File: src/hdl/ddstc_pkg.sv
// package for the dds tuning control core: widths, serial word layout, reset values
// assumes a single 10 MHz master clock domain
package ddstc_pkg;
    localparam int ACC_W = 28;
    localparam int PH_W = 12;
    localparam int WORD_W = 16;
    localparam int BITCNT_W = 5;
    localparam logic [BITCNT_W-1:0] WORD_BITS = 5'h10;
    // serial word address field (top two bits)
    localparam int ADDR_HI = 15;
    localparam int ADDR_LO = 14;
    localparam logic [1:0] ADDR_CTRL = 2'h0;
    localparam logic [1:0] ADDR_FREQ_A = 2'h1;
    localparam logic [1:0] ADDR_FREQ_B = 2'h2;
    localparam logic [1:0] ADDR_PHASE = 2'h3;
    // control word: which half of a tuning word is written
    localparam int CTL_HALF_HI = 11;
    // phase word: bit 12 selects offset b
    localparam int PH_SEL_BIT = 12;
    // control word field positions
    localparam int CTL_FREQ_REG_CHOICE_BIT = 10;
    localparam int CTL_PSEL = 9;
    localparam int CTL_PINSW = 8;
    localparam int CTL_OUTEN = 5;
    localparam int CTL_DACPD = 6;
    localparam int CTL_SRC = 4;
    localparam logic [WORD_W-1:0] CTRL_RST = 16'h0000;
    localparam logic [ACC_W-1:0] FREQ_RST = 28'h0000000;
    localparam logic [PH_W-1:0] PHASE_RST = 12'h000;
    localparam int HALF_W = 14;
endpackage

File: src/hdl/ddstc_sync2.sv
// two-flop synchroniser for one pin level
// assumes the pin is asynchronous to clk
`timescale 1ns/1ps
module ddstc_sync2 (
    input wire logic clk,
    input wire logic rst,
    input wire logic pinIn,
    output logic pinSync
);
    logic stage1_q;
    always_ff @(posedge clk) begin
        if (rst) begin
            stage1_q <= 1'b0;
            pinSync <= 1'b0;
        end else begin
            stage1_q <= pinIn;
            pinSync <= stage1_q;
        end
    end
endmodule

File: src/hdl/ddstc_core.sv
// digital control core: serial word load, tuning/phase registers, accumulator, logic out
// assumes serial pins sampled on the 10 MHz master clock, serial clock well below it
//
// The implementer's own choices: the register offsets and strobed register access.
`timescale 1ns/1ps
module ddstc_core
    import ddstc_pkg::*;
#(
    parameter int ACC_WIDTH = ddstc_pkg::ACC_W
) (
    input wire logic clk,
    input wire logic rst,
    input wire logic dspReset,
    input wire logic serial_clk,
    input wire logic serial_data_in,
    input wire logic frame_sync_n,
    input wire logic freq_reg_choice_pin,
    input wire logic phase_reg_choice_pin,
    input wire logic dac_powerdown_pin,
    input wire logic comparatorIn,
    input wire logic regWr,
    input wire logic regRd,
    input wire logic [1:0] regAddr,
    input wire logic [15:0] regWdata,
    output logic [15:0] regRdata,
    output logic logicOut,
    output logic logicOutOe,
    output logic dacPowerDown,
    output logic [ddstc_pkg::PH_W-1:0] sinePhase,
    output logic [ddstc_pkg::ACC_W-1:0] accPhase,
    output logic wordDone
);
    import ddstc_pkg::*;

    logic sclkS, sdataS, fsyncS, fpinS, ppinS, sleepS, rstPinS;
    logic sclkPrev_q;
    logic fsyncPrev_q;
    logic [WORD_W-1:0] shift_q;
    logic [BITCNT_W-1:0] bitCnt_q;
    logic active_q;
    logic wordDone_q;
    logic [WORD_W-1:0] control_q;
    logic [ACC_W-1:0] tuning_word_a;
    logic [ACC_W-1:0] tuning_word_b;
    logic [PH_W-1:0] phase_offset_a;
    logic [PH_W-1:0] phase_offset_b;
    logic [ACC_W-1:0] acc_q;
    logic [PH_W-1:0] phase_q;
    logic logicOut_q;
    logic [15:0] rdata_q;
    logic sclkFall, fsyncFall;
    logic [WORD_W-1:0] wordIn;
    logic freq_reg_choice_bit, phaseChoiceBit, pinSwitch;
    logic freqSel, phaseSel;
    logic logic_out_enable, logic_out_source, dac_powerdown_bit;
    logic [ACC_W-1:0] incr;
    logic [PH_W-1:0] offset;
    logic loadWord;
    logic [WORD_W-1:0] loadData;

    ddstc_sync2 u_sclk (.clk(clk), .rst(rst), .pinIn(serial_clk), .pinSync(sclkS));
    ddstc_sync2 u_sdat (.clk(clk), .rst(rst), .pinIn(serial_data_in), .pinSync(sdataS));
    ddstc_sync2 u_fsyn (.clk(clk), .rst(rst), .pinIn(frame_sync_n), .pinSync(fsyncS));
    ddstc_sync2 u_freq_reg_choice_bit (.clk(clk), .rst(rst), .pinIn(freq_reg_choice_pin), .pinSync(fpinS));
    ddstc_sync2 u_psel (.clk(clk), .rst(rst), .pinIn(phase_reg_choice_pin), .pinSync(ppinS));
    ddstc_sync2 u_slp (.clk(clk), .rst(rst), .pinIn(dac_powerdown_pin), .pinSync(sleepS));
    ddstc_sync2 u_drst (.clk(clk), .rst(rst), .pinIn(dspReset), .pinSync(rstPinS));

    // edge detection on synchronised pins
    always_ff @(posedge clk) begin
        if (rst) begin
            // idle low after reset so the synchroniser's own 0 to 1 settling is no falling edge
            sclkPrev_q <= 1'b0;
            fsyncPrev_q <= 1'b0;
        end else begin
            sclkPrev_q <= sclkS;
            fsyncPrev_q <= fsyncS;
        end
    end

    assign sclkFall = sclkPrev_q & ~sclkS;
    assign fsyncFall = fsyncPrev_q & ~fsyncS;
    assign wordIn = {shift_q[WORD_W-2:0], sdataS};

    // serial shifter
    always_ff @(posedge clk) begin
        if (rst) begin
            shift_q <= '0;
            bitCnt_q <= '0;
            active_q <= 1'b0;
            wordDone_q <= 1'b0;
        end else begin
            wordDone_q <= 1'b0;
            if (fsyncFall) begin
                active_q <= 1'b1;
                bitCnt_q <= '0;
                if (sclkFall) begin
                    shift_q <= wordIn;
                    bitCnt_q <= 5'h01;
                end
            end else if (fsyncS) begin
                active_q <= 1'b0;
            end else if (active_q && sclkFall) begin
                shift_q <= wordIn;
                bitCnt_q <= bitCnt_q + 5'h01;
                if (bitCnt_q == WORD_BITS - 5'h01) begin
                    active_q <= 1'b0;
                    wordDone_q <= 1'b1;
                end
            end
        end
    end

    assign loadWord = wordDone_q | regWr;
    assign loadData = regWr ? regWdata : shift_q;

    // addressable registers; untouched by dspReset
    always_ff @(posedge clk) begin
        if (rst) begin
            control_q <= CTRL_RST;
            tuning_word_a <= FREQ_RST;
            tuning_word_b <= FREQ_RST;
            phase_offset_a <= PHASE_RST;
            phase_offset_b <= PHASE_RST;
        end else if (loadWord) begin
            unique case (loadData[ADDR_HI:ADDR_LO])
                ADDR_CTRL: begin
                    control_q <= loadData;
                end
                ADDR_FREQ_A: begin
                    if (control_q[CTL_HALF_HI]) begin
                        tuning_word_a[ACC_W-1:HALF_W] <= loadData[HALF_W-1:0];
                    end else begin
                        tuning_word_a[HALF_W-1:0] <= loadData[HALF_W-1:0];
                    end
                end
                ADDR_FREQ_B: begin
                    if (control_q[CTL_HALF_HI]) begin
                        tuning_word_b[ACC_W-1:HALF_W] <= loadData[HALF_W-1:0];
                    end else begin
                        tuning_word_b[HALF_W-1:0] <= loadData[HALF_W-1:0];
                    end
                end
                ADDR_PHASE: begin
                    if (loadData[PH_SEL_BIT]) begin
                        phase_offset_b <= loadData[PH_W-1:0];
                    end else begin
                        phase_offset_a <= loadData[PH_W-1:0];
                    end
                end
            endcase
        end
    end

    assign freq_reg_choice_bit = control_q[CTL_FREQ_REG_CHOICE_BIT];
    assign phaseChoiceBit = control_q[CTL_PSEL];
    assign pinSwitch = control_q[CTL_PINSW];
    assign logic_out_enable = control_q[CTL_OUTEN];
    assign logic_out_source = control_q[CTL_SRC];
    assign dac_powerdown_bit = control_q[CTL_DACPD];
    assign freqSel = pinSwitch ? fpinS : freq_reg_choice_bit;
    assign phaseSel = pinSwitch ? ppinS : phaseChoiceBit;
    assign incr = freqSel ? tuning_word_b : tuning_word_a;
    assign offset = phaseSel ? phase_offset_b : phase_offset_a;

    // phase accumulator: modulo 2^28, f = incr * fclk / 2^28
    always_ff @(posedge clk) begin
        if (rst || rstPinS) begin
            acc_q <= '0;
        end else begin
            acc_q <= acc_q + incr;
        end
    end

    // phase offset added to accumulator msbs, truncated to lookup width
    always_ff @(posedge clk) begin
        if (rst || rstPinS) begin
            phase_q <= '0;
        end else begin
            phase_q <= acc_q[ACC_W-1 -: PH_W] + offset;
        end
    end

    // logic output pin
    always_ff @(posedge clk) begin
        if (rst) begin
            logicOut_q <= 1'b0;
        end else begin
            logicOut_q <= logic_out_source ? comparatorIn : phase_q[PH_W-1];
        end
    end

    // register read port
    always_ff @(posedge clk) begin
        if (rst) begin
            rdata_q <= '0;
        end else if (regRd) begin
            unique case (regAddr)
                ADDR_CTRL: rdata_q <= control_q;
                ADDR_FREQ_A: rdata_q <= {2'h0, acc_q[ACC_W-1:HALF_W]};
                ADDR_FREQ_B: rdata_q <= {4'h0, phase_q};
                ADDR_PHASE: rdata_q <= {13'h0000, freqSel, phaseSel, dacPowerDown};
            endcase
        end else begin
            rdata_q <= '0;
        end
    end

    assign regRdata = rdata_q;
    assign logicOut = logicOut_q;
    assign logicOutOe = logic_out_enable;
    assign dacPowerDown = sleepS | dac_powerdown_bit;
    assign sinePhase = phase_q;
    assign accPhase = acc_q;
    assign wordDone = wordDone_q;

    chk_acc_step: assert property (@(posedge clk) disable iff (rst)
        !rstPinS |=> acc_q == $past(acc_q) + $past(incr))
        else $error("accumulator did not add increment");
    chk_reset_clear: assert property (@(posedge clk) disable iff (rst)
        rstPinS |=> acc_q == '0 && phase_q == '0)
        else $error("reset did not clear datapath");
    chk_reset_keep: assert property (@(posedge clk) disable iff (rst)
        rstPinS && !loadWord |=> $stable(control_q) && $stable(tuning_word_a))
        else $error("reset altered registers");
    chk_phase_sum: assert property (@(posedge clk) disable iff (rst)
        !rstPinS |=> phase_q == $past(acc_q[ACC_W-1 -: PH_W]) + $past(offset))
        else $error("phase sum wrong");
    chk_freq_pick: assert property (@(posedge clk) disable iff (rst)
        pinSwitch |-> incr == (fpinS ? tuning_word_b : tuning_word_a))
        else $error("frequency select wrong");
    chk_phase_pick: assert property (@(posedge clk) disable iff (rst)
        !pinSwitch |-> offset == (phaseChoiceBit ? phase_offset_b : phase_offset_a))
        else $error("phase select wrong");
    chk_pd_equiv: assert property (@(posedge clk) disable iff (rst)
        (sleepS || dac_powerdown_bit) |-> dacPowerDown)
        else $error("power-down not applied");
    chk_out_enable: assert property (@(posedge clk) disable iff (rst)
        logicOutOe == control_q[CTL_OUTEN])
        else $error("output enable mismatch");
    chk_word_len: assert property (@(posedge clk) disable iff (rst)
        wordDone_q |-> $past(bitCnt_q) == WORD_BITS - 5'h01)
        else $error("word length not sixteen");
    chk_sync_start: assert property (@(posedge clk) disable iff (rst)
        fsyncFall && !sclkFall |=> active_q && bitCnt_q == '0)
        else $error("sync did not start word");
    cov_word: cover property (@(posedge clk) wordDone_q);
    cov_reset: cover property (@(posedge clk) rstPinS ##1 !rstPinS);
    cov_pinsw: cover property (@(posedge clk) pinSwitch && $changed(fpinS));
    cov_bitsel: cover property (@(posedge clk) !pinSwitch && freq_reg_choice_bit && phaseChoiceBit);
    cov_pdpin: cover property (@(posedge clk) sleepS ##1 !sleepS);

    // logic output source
    chk_out_phase: assert property (@(posedge clk) disable iff (rst)
        !logic_out_source |=> logicOut_q == $past(phase_q[PH_W-1]))
        else $error("logic output not phase msb");
    chk_out_cmp: assert property (@(posedge clk) disable iff (rst)
        logic_out_source |=> logicOut_q == $past(comparatorIn))
        else $error("logic output not comparator");

    // register read port
    chk_rd_idle: assert property (@(posedge clk) disable iff (rst)
        !regRd |=> rdata_q == '0)
        else $error("read data not zero when idle");
    chk_rd_ctrl: assert property (@(posedge clk) disable iff (rst)
        regRd && regAddr == ADDR_CTRL |=> rdata_q == $past(control_q))
        else $error("control read wrong");

    // power-down
    chk_pd_off: assert property (@(posedge clk) disable iff (rst)
        !sleepS && !dac_powerdown_bit |-> !dacPowerDown)
        else $error("power-down without cause");

    // device reset keeps the other registers
    chk_keep_rest: assert property (@(posedge clk) disable iff (rst)
        rstPinS && !loadWord |=> $stable(tuning_word_b) && $stable(phase_offset_a)
            && $stable(phase_offset_b))
        else $error("reset altered offsets");

    // word loading
    chk_word_load: assert property (@(posedge clk) disable iff (rst)
        wordDone_q && !regWr && shift_q[ADDR_HI:ADDR_LO] == ADDR_CTRL
            |=> control_q == $past(shift_q))
        else $error("serial word not applied");
    chk_port_load: assert property (@(posedge clk) disable iff (rst)
        regWr && regWdata[ADDR_HI:ADDR_LO] == ADDR_CTRL |=> control_q == $past(regWdata))
        else $error("port write not applied");
    chk_shift_bit: assert property (@(posedge clk) disable iff (rst)
        active_q && sclkFall && !fsyncFall && !fsyncS |=> shift_q[0] == $past(sdataS))
        else $error("serial bit not shifted in");
    chk_frame_idle: assert property (@(posedge clk) disable iff (rst)
        fsyncS && !fsyncFall |=> !active_q)
        else $error("word active outside frame");

    // select paths not covered above
    chk_phase_pin: assert property (@(posedge clk) disable iff (rst)
        pinSwitch |-> offset == (ppinS ? phase_offset_b : phase_offset_a))
        else $error("phase pin select wrong");
    chk_freq_bit: assert property (@(posedge clk) disable iff (rst)
        !pinSwitch |-> incr == (freq_reg_choice_bit ? tuning_word_b : tuning_word_a))
        else $error("frequency bit select wrong");
endmodule

File: config.mk
export PLATFORM = sky130hd
export DESIGN_NAME = ddstc_core
export DESIGN_NICKNAME = d
export VERILOG_FILES = /design/src/hdl/ddstc_pkg.sv /design/src/hdl/ddstc_sync2.sv /design/src/hdl/ddstc_core.sv
export SDC_FILE = /design/constraint.sdc
export NUM_CORES = 1
export LEC_CHECK = 0
export BUFFER_PORTS_ARGS = -buffer_cell sky130_fd_sc_hd__buf_2
export CAP_MARGIN = 40
export CORE_MARGIN = 4
export CORE_UTILIZATION = 60
export CTS_BUF_LIST = sky130_fd_sc_hd__clkbuf_8
export CTS_CLUSTER_DIAMETER = 80
export DETAILED_ROUTE_END_ITERATION = 16
export PLACE_DENSITY = 0.81
export SYNTH_ARGS = -nofsm -noshare
export SYNTH_HDL_FRONTEND = slang
export SYNTH_SLANG_ARGS = --single-unit
File: constraint.sdc
create_clock -name clk -period 3.56 [get_ports clk]
set_input_delay 0.712 -clock clk [delete_from_list [all_inputs] [get_ports clk]]
set_output_delay 0.712 -clock clk [all_outputs]
set_load 0.02 [all_outputs]
* Word-level counts from Yosys, hierarchy flattened
Cells that the tools add are included.
Cells by class: add/subtract/negate cells 3, equal/unequal tests 9, mux-type cells 20, bitwise operators 10, reductions and logical operators 19
Operators by type and width (number):
- two-way mux 16 bit | 5
- case mux 16 bit (4 select lines) | 1
- adder 28 bit | 1
- two-way mux 28 bit | 1
- AND reduction 3 bit | 7
- two-way mux 5 bit | 3
- adder 12 bit | 1
- two-way mux 12 bit | 1
- two-way mux 1 bit | 9
- equality test 2 bit (second input constant) | 4
- inverter 1 bit | 6
- AND reduction 2 bit | 3
- nonzero test 3 bit | 2
- adder 5 x 1 -> 5 bit (second input constant) | 1
- equality test 5 x 4 -> 1 bit (second input constant) | 1
- equality test 2 x 1 -> 1 bit (second input constant) | 2
- zero test 2 bit | 2
- inequality test 2 bit (second input constant) | 2
- OR reduction 4 bit | 1
- bitwise AND 1 bit | 2
- OR 1 bit | 2
- nonzero test 2 bit | 1
- OR reduction 2 bit | 1
- logical AND 1 bit | 1
- logical OR 1 bit | 1
Storage, ports and cells: register bits 192, bits of input ports 30, output and inout bits 60, word-level logic and storage cells 92

* Longest topological paths before layout
Gate-level depths: netlist of run 1.
depth in word-level cells 6, depth in mapped cells 12

* By module
From an unflattened synthesis of run 1, not the netlist that was laid out.
Unflattened totals: cell total of the unflattened synthesis 965, area, all modules 8742.1 µm²
By module, submodules not included:
- ddstc_core | times used 1, cells an instance 937, area an instance 8374.3 µm², sequential area each 3563.4 µm²
- ddstc_sync2 | times used 7, cells an instance 4, area an instance 52.6 µm², sequential area each 40.0 µm²

* Worst setup path after synthesis of run 1
OpenSTA, ideal clock, no wires.
path type reg2reg, from reg control_q[8], to reg acc_q[22], in the netlist accPhase[22], library setup time 0.128 ns, arrival time 2.907 ns, path slack 0.525 ns, stages on the path, launching flop included 12, path buffers 2, clock period less this slack 3.035 ns, path through dfxtp_1 mux2i_1 buf_2 buf_2 mux2_2 ha_1 o21ai_1 a211oi_1 o21ai_2 a2111o_1 a21oi_1 nor3b_2
Between the ends: word-level cells in the longest chain between the ends 3
RTL lines:
- start, declared | RTL line ddstc_core.sv:42 | logic [WORD_W-1:0] control_q;
- start signal, assigned | RTL line ddstc_core.sv:128 | control_q <= loadData;
- two-way mux 1 bit | RTL line ddstc_core.sv:161 | assign freqSel = pinSwitch ? fpinS : freq_reg_choice_bit;
- two-way mux 28 bit | RTL line ddstc_core.sv:163 | assign incr = freqSel ? tuning_word_b : tuning_word_a;
- adder 28 bit | RTL line ddstc_core.sv:171 | acc_q <= acc_q + incr;
- end signal, assigned | RTL line ddstc_core.sv:171
- end, declared | RTL line ddstc_core.sv:47 | logic [ACC_W-1:0] acc_q;
No other way between the ends. A chain may end at the register's enable or synchronous reset.

* Final worst setup path of run 1
Ends and elaborated chain as after synthesis.

==> impl.org, run 1 <==
** Final layout
- After the last flow step, the layout net total stands at around 1100.
- Total inserted antenna cells :: 0
- Post-layout utilization of the core :: between 60% and 70%
- Relative to the synthesized area, the layout overhead comes to 11.8%.
- Of the cells placed in the final design, the portion with a size suffix greater than 1 is 18.8%.

** Timing
- Final critical-path required period :: about 3.3 ns
- On the final layout, the worst clock skew is 0.0148 ns.
- Fmax :: around 310 MHz
- Final max-slew violation count :: 0
- Total Negative Setup Slacks :: 0 ns
- Setup violators final :: 0
- Hold timing on the final database bottoms out at a slack of between 0.4 and 0.5 ns.
- The final hold violation count is 0.
- Period Utilization, post-route :: 91.8%
- Worst-margin pin slew :: 0.936 ns
- Worst slew margin relative to its limit :: between 30% and 40%
- Setup repair after global routing left no endpoint under its margin.

** Worst setup path
- The worst setup path is launched from a register.
- Following the worst setup path forward leads to its endpoint at accPhase[22].
- The endpoint identified for the worst register-to-register timing path is accPhase[22].
- The setup path with the least slack is of type reg2reg.
- Highest net fanout along the worst path :: 6
- Critical path endpoint category :: register
- Critical path required time :: slightly below 4 ns
- Measured in cells, the most critical reg-to-reg path has a length of 10.
- Data arrival time of the critical path :: 3.61 ns
- Worst setup path startpoint :: control_q[8]
- R2r setup slk :: 0.29 ns
- R2R Path Start :: control_q[8]

** Worst hold path
- In this run the most critical hold path is launched from dspReset.
- The path class of the tightest hold or removal check is in2reg.

** Place
- Final weighted congestion of routability-driven global placement :: between 0.9 and 1
- Detailed placement finished with a half-perimeter wire length of 16400 µm.
- During placement, the flow inserted port buffers numbering 89.

** CTS
- Num CTS Buffers :: 17
- Buffer depth of the longest clock path :: 2
- In this run the clock root is driven by a sky130_fd_sc_hd__clkbuf_8.
- TritonCTS built the clock tree.
- The clock reaches the later pin of the worst-skew pair after 0.48 ns.
- Clk slew on worst S/H paths :: 0.11 ns
- Clock H-tree levels :: 4
- Clock sink count :: approximately 190
- Number of hold buffers added after cts :: 0

** Routing
- Routed Antenna Nets :: 0
- Via count :: approximately 7600
- In the routed layout, each cell is associated on average with a via count of roughly 6.
- Summed over all layers, the routed wires come to about 22000 µm.
- After detailed routing, the number of remaining DRC violations is 0.
- First drt pass iteration count :: 5
- After the first detailed-routing iteration, the DRC count stood at about 650.
- Wire length per cell after detailed routing :: about 18 µm

** Synthesis
- In the synthesized netlist the dominant register cell turns out to be sky130_fd_sc_hd__dfxtp_1.
- The biggest area contributor in the post-synthesis netlist is sky130_fd_sc_hd__dfxtp_1.
- Syn Inst Count :: 1000
- In this run, synthesis produced a sequential element count of 192.
- Number of warning messages in the yosys log :: 0
- In this run, synthesis inferred 0 flip-flops with an integrated enable.
- Largest cells by area after synthesis :: sky130_fd_sc_hd__dfxtp_1, sky130_fd_sc_hd__a211oi_1, sky130_fd_sc_hd__nor2_1, sky130_fd_sc_hd__ha_1, sky130_fd_sc_hd__mux2_2
- After synthesis, the share of flip-flops with an asynchronous set or reset is 0%.
- Top-area cell type share of the netlist area :: between 40% and 50%
- Register area share after synthesis :: around 43%
- Among all cell types in the netlist, the one instantiated most often is sky130_fd_sc_hd__dfxtp_1.
- Most used standard cells in the synthesized netlist :: sky130_fd_sc_hd__dfxtp_1, sky130_fd_sc_hd__nor2_1, sky130_fd_sc_hd__a211oi_1
- Post-synth cell types :: 64
- Post-synth net total :: 1074
- Mapped Avg Cell Area :: about 9.0 µm²
- Cell area after technology mapping :: between 8000 and 9000 µm²

** Die
- Effective utilization at floorplan :: 61.4%
- Full die area :: between 15000 and 20000 µm²
- Number of top-level pins :: 90
- The floorplan has 44 rows.
- In this run the standard cell core region covers 14600 µm².
- Width of the chip :: around 130 µm
- The die is roughly 130 µm tall.

** Global route
- Entering global routing, the biggest net connects 66 pins.
- The total overflow left after global routing is 0.
- Across every metal layer, demand over resource in global routing totals a little over a quarter.
- First-pass GRT wire length :: 35700 µm
- Initial antenna violation count :: 0
- The number of global-route vias before repair came to 6982.

** Pwr
- For this design the static power due to leakage is between 4 and 5 nW.
- Max rail drop VDD :: 0.000323 V
- PnR Total Power :: around 4.1 mW
- Dividing total power by cell area gives a power density of approximately 410 nW/µm².

** Run status
- Outcome :: complete, no violations

** Job
- Number of maximum-capacitance constraint violations :: 0
[worst max-delay path: stages, from the launching register on]
cell and delay (ns):
sky130_fd_sc_hd__dfxtp_2 0.45, sky130_fd_sc_hd__mux2i_2 0.38, sky130_fd_sc_hd__buf_4 0.17, sky130_fd_sc_hd__mux2_2 0.33, sky130_fd_sc_hd__ha_1 0.39, sky130_fd_sc_hd__nand2_1 0.13, sky130_fd_sc_hd__o21ai_0 0.45, sky130_fd_sc_hd__nor2_1 0.12
sky130_fd_sc_hd__a2111o_1 0.45, sky130_fd_sc_hd__a21oi_1 0.18, sky130_fd_sc_hd__nor3b_2 0.06
[cells by family (layout without fill, tap and decap cells)]
family                     after synthesis  count (layout)  synth area share [%]
AOI/OAI and AO/OA                      269             269                  20.1
buffers and inverters                   75             162                  3.47
xor gates and xnor gates                16              16                  1.56
adders and majority gates               44              44                  6.32
muxes                                   72              73                  8.76
and+or+nand+nor                        332             332                  16.9
DFF                                    192             192                  42.9
[sequential cells by signal, indices dropped and copies added (netlist names), 5 cells and up]
| name | count |
|---|---|
| accPhase | 28 |
| shift_q | 16 |
| sinePhase | 12 |
| phase_offset_a | 12 |
| control_q | 16 |
| phase_offset_b | 12 |
| regRdata | 16 |
| tuning_word_a | 28 |
| tuning_word_b | 28 |
| bitCnt_q | 5 |
[layout by cell type, fill, tap and decap left out, types with 3 or more instances in the layout]
cell                         n
sky130_fd_sc_hd__a211oi_1  104
sky130_fd_sc_hd__a21o_1     15
sky130_fd_sc_hd__a21oi_1    72
sky130_fd_sc_hd__a41oi_1     3
sky130_fd_sc_hd__and2_1      3
sky130_fd_sc_hd__buf_2      88
sky130_fd_sc_hd__buf_4      28
sky130_fd_sc_hd__clkbuf_8   18
sky130_fd_sc_hd__dfxtp_1   191
sky130_fd_sc_hd__ha_1       42
sky130_fd_sc_hd__inv_1      13
sky130_fd_sc_hd__inv_8       5
sky130_fd_sc_hd__mux2_2     38
sky130_fd_sc_hd__mux2i_1    31
sky130_fd_sc_hd__nand2_1    67
sky130_fd_sc_hd__nand2b_1    8
sky130_fd_sc_hd__nand3_1     9
sky130_fd_sc_hd__nand4_1     7
sky130_fd_sc_hd__nor2_1    153
sky130_fd_sc_hd__nor2b_1    28
sky130_fd_sc_hd__nor3_1     31
sky130_fd_sc_hd__nor3b_1     4
sky130_fd_sc_hd__o21a_1     12
sky130_fd_sc_hd__o21ai_0    29
sky130_fd_sc_hd__o21bai_1    5
sky130_fd_sc_hd__or2_2       3
sky130_fd_sc_hd__or3_1       3
sky130_fd_sc_hd__xnor2_1     9
sky130_fd_sc_hd__xor2_1      7
[worst min-delay path by stage]
| stage | cells after the start | endpoint |
|---|---|---|
| finish | 2 | u_drst.stage1_q |
| global placement | 1 | u_fsyn.pinSync |
| CTS | 2 | u_slp.stage1_q |
| detailed placement | 1 | u_slp.pinSync |
| floorplan | 1 | u_drst.pinSync |
| global route | 2 | u_drst.stage1_q |
[layout make-up]
class	instances	area, µm²
multi-input combinational	734	4830
fill	1168	4580
sequential	192	3840
timing repair buffer	117	662
clock buffer	18	248
tap	184	230
clock inverter	14	144
inverter	13	48.8
[metrics by stage]
stage / cell area [µm²] / std cells / setup WS, ns
after floorplan: 8950 / 1000 / 0.525
after global placement: 9530 / 1230 / 0.308
after detailed placement: 9580 / 1236 / 0.210
after CTS: 9970 / 1268 / 0.174
after global routing: 10000 / 1272 / 0.0988
final: 10000 / 1272 / 0.293
[where the power goes]
part	leakage, nW	switching (mW)	internal (mW)
Clock	0.195	0.858	0.541
Sequential	1.56	0.0469	2.22
Combinational	2.35	0.275	0.172
[per-layer routing]
metal / up-vias / routed length [µm] / GRT usage, %
li1: 3753 / - / -
met1: 3589 / 10100 / 36.1
met2: 224 / 10500 / 42.8
met3: 49 / 1140 / 4.42
met4: 0 / 719 / 10.1
met5: - / 0 / 0
[repair_timing]
action	in CTS	in global routing
setup buffers	0	3
setup endpoints to repair	0	5
gates resized for setup	0	2
No activity file was read; power rests on OpenSTA's default activity.
==> run 2: changes to the inputs <==
--- a/config.mk
+++ b/config.mk
@@ -8,11 +8,11 @@
 export BUFFER_PORTS_ARGS = -buffer_cell sky130_fd_sc_hd__buf_2
 export CAP_MARGIN = 40
 export CORE_MARGIN = 4
-export CORE_UTILIZATION = 60
+export CORE_UTILIZATION = 55
 export CTS_BUF_LIST = sky130_fd_sc_hd__clkbuf_8
 export CTS_CLUSTER_DIAMETER = 80
 export DETAILED_ROUTE_END_ITERATION = 16
-export PLACE_DENSITY = 0.81
+export PLACE_DENSITY = 0.75
 export SYNTH_ARGS = -nofsm -noshare
 export SYNTH_HDL_FRONTEND = slang
 export SYNTH_SLANG_ARGS = --single-unit
==> run 2 against run 1 <==
Compared with the run above:
- design area up 0.21%
- via count is 2.2% lower
- sequential share of layout area down 0.081 points
- highest routed layer unchanged
==> impl.org, run 2 (synthesis gave the netlist of run 1 again) <==
** CTS
- Insertion delay to the later sink of the worst-skew pair :: 0.48 ns (about the same)
- Buffer cell driving the clock tree root :: sky130_fd_sc_hd__clkbuf_8
- The number of gates resized after CTS is 0 (unchanged).
- Clk slew on worst S/H paths :: 0.10 ns (about the same)
- The H-tree depth reported by CTS is 4 (unchanged).
- The number of hold buffers added after CTS is 0 (unchanged).
- The buffer count from post-CTS setup fixing came to 0 (unchanged).
- Buffer depth of the longest clock path :: 2 (unchanged)
- The total CTS buffers was 17 (unchanged).
- TritonCTS built the clock tree.
- Clock sink count :: 192 (unchanged)

** Place
- The number of placed cells counting well taps is 1264 (+2.3%).
- The detailed placer's ending HPWL came to 16100 µm (-1.6%).
- Post-DP Area :: 9580 µm² (about the same)
- The worst slack at placement is 0.260 ns (+0.0501 ns).
- Number of port buffers :: 89 (unchanged)
- The global placement routability congestion was 0.897 (-2.6%).

** Timing
- Final max-slew violation count :: 0 (unchanged)
- The tightest hold margin is 0.441 ns (+0.0107 ns).
- Post-route setup slack :: 0.307 ns (+0.0146 ns)
- The highest clock rate is 307 MHz (+0.45%).
- The actual transition at the worst max-transition pin is 0.914 ns (-0.0219 ns).
- The post-route clock period utilization was 91.4% (-0.41 points).
- The maximum clock skew at final layout came to 0.0156 ns (+0.000839 ns).
- The final critical-path required period is 3.25 ns (-0.0146 ns).
- The max-slew headroom at the worst pin was 37.3% (+1.5 points).
- Setup repair after global routing left no endpoint under its margin.
- The count of endpoints failing setup in the final report is 0 (unchanged).
- Number of hold violations in the final report :: 0 (unchanged)
- The final total negative setup slack came to 0 ns (unchanged).

** Global route
- The remaining global-route overflow is 0 (unchanged).
- The number of global-route vias before repair came to 6824 (-2.3%).
- met2 is the most crowded layer.
- The overall track demand over capacity in global routing was 24.3% (-2.4 points).
- Met1 track demand over resource in global routing :: 32.6% (-3.5 points)
- Met2 Use GR :: 39.6% (-3.2 points)
- The first-pass GRT wire length was 35100 µm (-1.6%).
- The maximum number of pins on one net before global-route repair is 75 (+14%).
- Met3 global-route usage :: 4.35% (-0.075 points)
- The initial antenna violation count was 0 (unchanged).

** Final layout
- Leaving out fill and tap cells, the most frequent cells in the layout are sky130_fd_sc_hd__dfxtp_1, sky130_fd_sc_hd__nor2_1, sky130_fd_sc_hd__a211oi_1, sky130_fd_sc_hd__buf_2, sky130_fd_sc_hd__a21oi_1.
- The net count reported at finish came to 1141 (-0.70%).
- Most common cell after layout, fill and taps aside :: sky130_fd_sc_hd__dfxtp_1
- Fill cells :: 1390 (+19%)
- Layout Cell Area excl Fill :: 10000 µm² (+0.21%)
- The number of non-filler instances in the completed layout came to 1296 (+1.9%).
- The fraction of final layout cells sized beyond drive strength 1 came to 18.1% (-0.77 points).
- The utilization of the core after routing came to 62.9% (-5.7 points).
- Compared with the post-synthesis result, the final layout area differs by 12.0%.

** Worst setup path
- The total number of cells along the worst setup path came to 11 (+1).
- The number of buffers and inverters on the critical path is 2 (+1).
- Worst-case reg-to-reg path depth :: 11 (+1)
- The data arrival time of the critical path is 3.61 ns (about the same).
- The maximum fanout encountered on the critical timing path came to 15 (+9).
- Startpoint-to-endpoint class of the critical path :: reg2reg
- The slack of the worst reg-to-reg path was 0.31 ns (about the same).
- The largest stage delay on the critical path came to 0.42 ns (-0.03 ns).
- STA classifies the critical path endpoint as a register.
- Among all stages on the critical path, the largest delay is contributed by sky130_fd_sc_hd__ha_1.
- The required arrival time at the worst endpoint was 3.92 ns (+0.02 ns).
- Among cell families on the critical path, the largest total delay comes from multiplexers.
- The signal on the critical path passes through mux2i_4 > buf_4 > buf_4 > mux2_2 > ha_1 > nand4_1 > nor2_1 > nand3_1 > a211oi_2 > o21ai_0 > mux2i_1.
- STA classifies the critical path startpoint as a register.
- Most frequent CP cell :: sky130_fd_sc_hd__buf_4

** Die
- Number of top-level pins :: 90 (unchanged)
- The effective utilization at floorplan is 56.2% (-5.2 points).
- The placeable core region is 15900 µm² (+9.3%).
- Width of the chip :: 136 µm (+4.2%)
- Height of the die :: 136 µm (+4.2%)
- The full die area is 18400 µm² (+8.5%).
- The count of standard-cell rows came to 46 (+4.5%).

** Routing
- Initial DRC count :: 544 (-16%)
- Avg Vias per Cell :: 5.75 (-4.0%)
- Routed Antenna Nets :: 0 (unchanged)
- Overall routed net length :: 22000 µm (-1.7%)
- The routed via count is 7449 (-2.2%).
- First drt pass iteration count :: 4 (-1)
- The routed wire length per instance is 17.0 µm (-3.6%).
- The number of design rule violations left after detail routing was 0 (unchanged).

** Run status
- Outcome :: complete, no violations

** Worst hold path
- The min-delay analysis places its worst path in the category in2reg.
- Cell count of the worst hold path :: 2 (unchanged)

** Pwr
- The static leakage was 4.09 nW (-0.29%).
- Max rail drop VDD :: 0.000276 V (-14%)
- The power per cell area came to 428 nW/µm² (+4.4%).
- PnR Total Power :: 4.30 mW (+4.6%)

** Job
- The number of max-cap violations was 0 (unchanged).
run 2: final cells by class:
type / count / area, µm² / area share [%]
antenna: 1 / 2.50 / 0.0249
clock buffer: 18 / 248 / 2.47
clock inverter: 13 / 199 / 1.98
inverter: 13 / 48.8 / 0.486
multi-input combinational: 733 / 4810 / 48.0
sequential: 192 / 3840 / 38.3
tap: 216 / 270 / 2.69
timing repair buffer: 110 / 606 / 6.04
run 2: layer usage:
metal  up-vias  wire [µm]
met5         -          0
met4         0        471
met3        30       1270
met2       214      10400
met1      3476       9930
li1       3729          -
run 2: power by group:
group | internal, mW | switching, mW
sequential | 2.22 | 0.0452
clock | 0.797 | 0.803
combinational | 0.166 | 0.269
run 2: path summary, 6_finish.rpt:
path | start | to
max | control_q[8] | accPhase[27]
min | frame_sync_n | u_fsyn.stage1_q
max reg2reg | control_q[8] | accPhase[27]
min reg2reg | u_sdat.stage1_q | u_sdat.pinSync
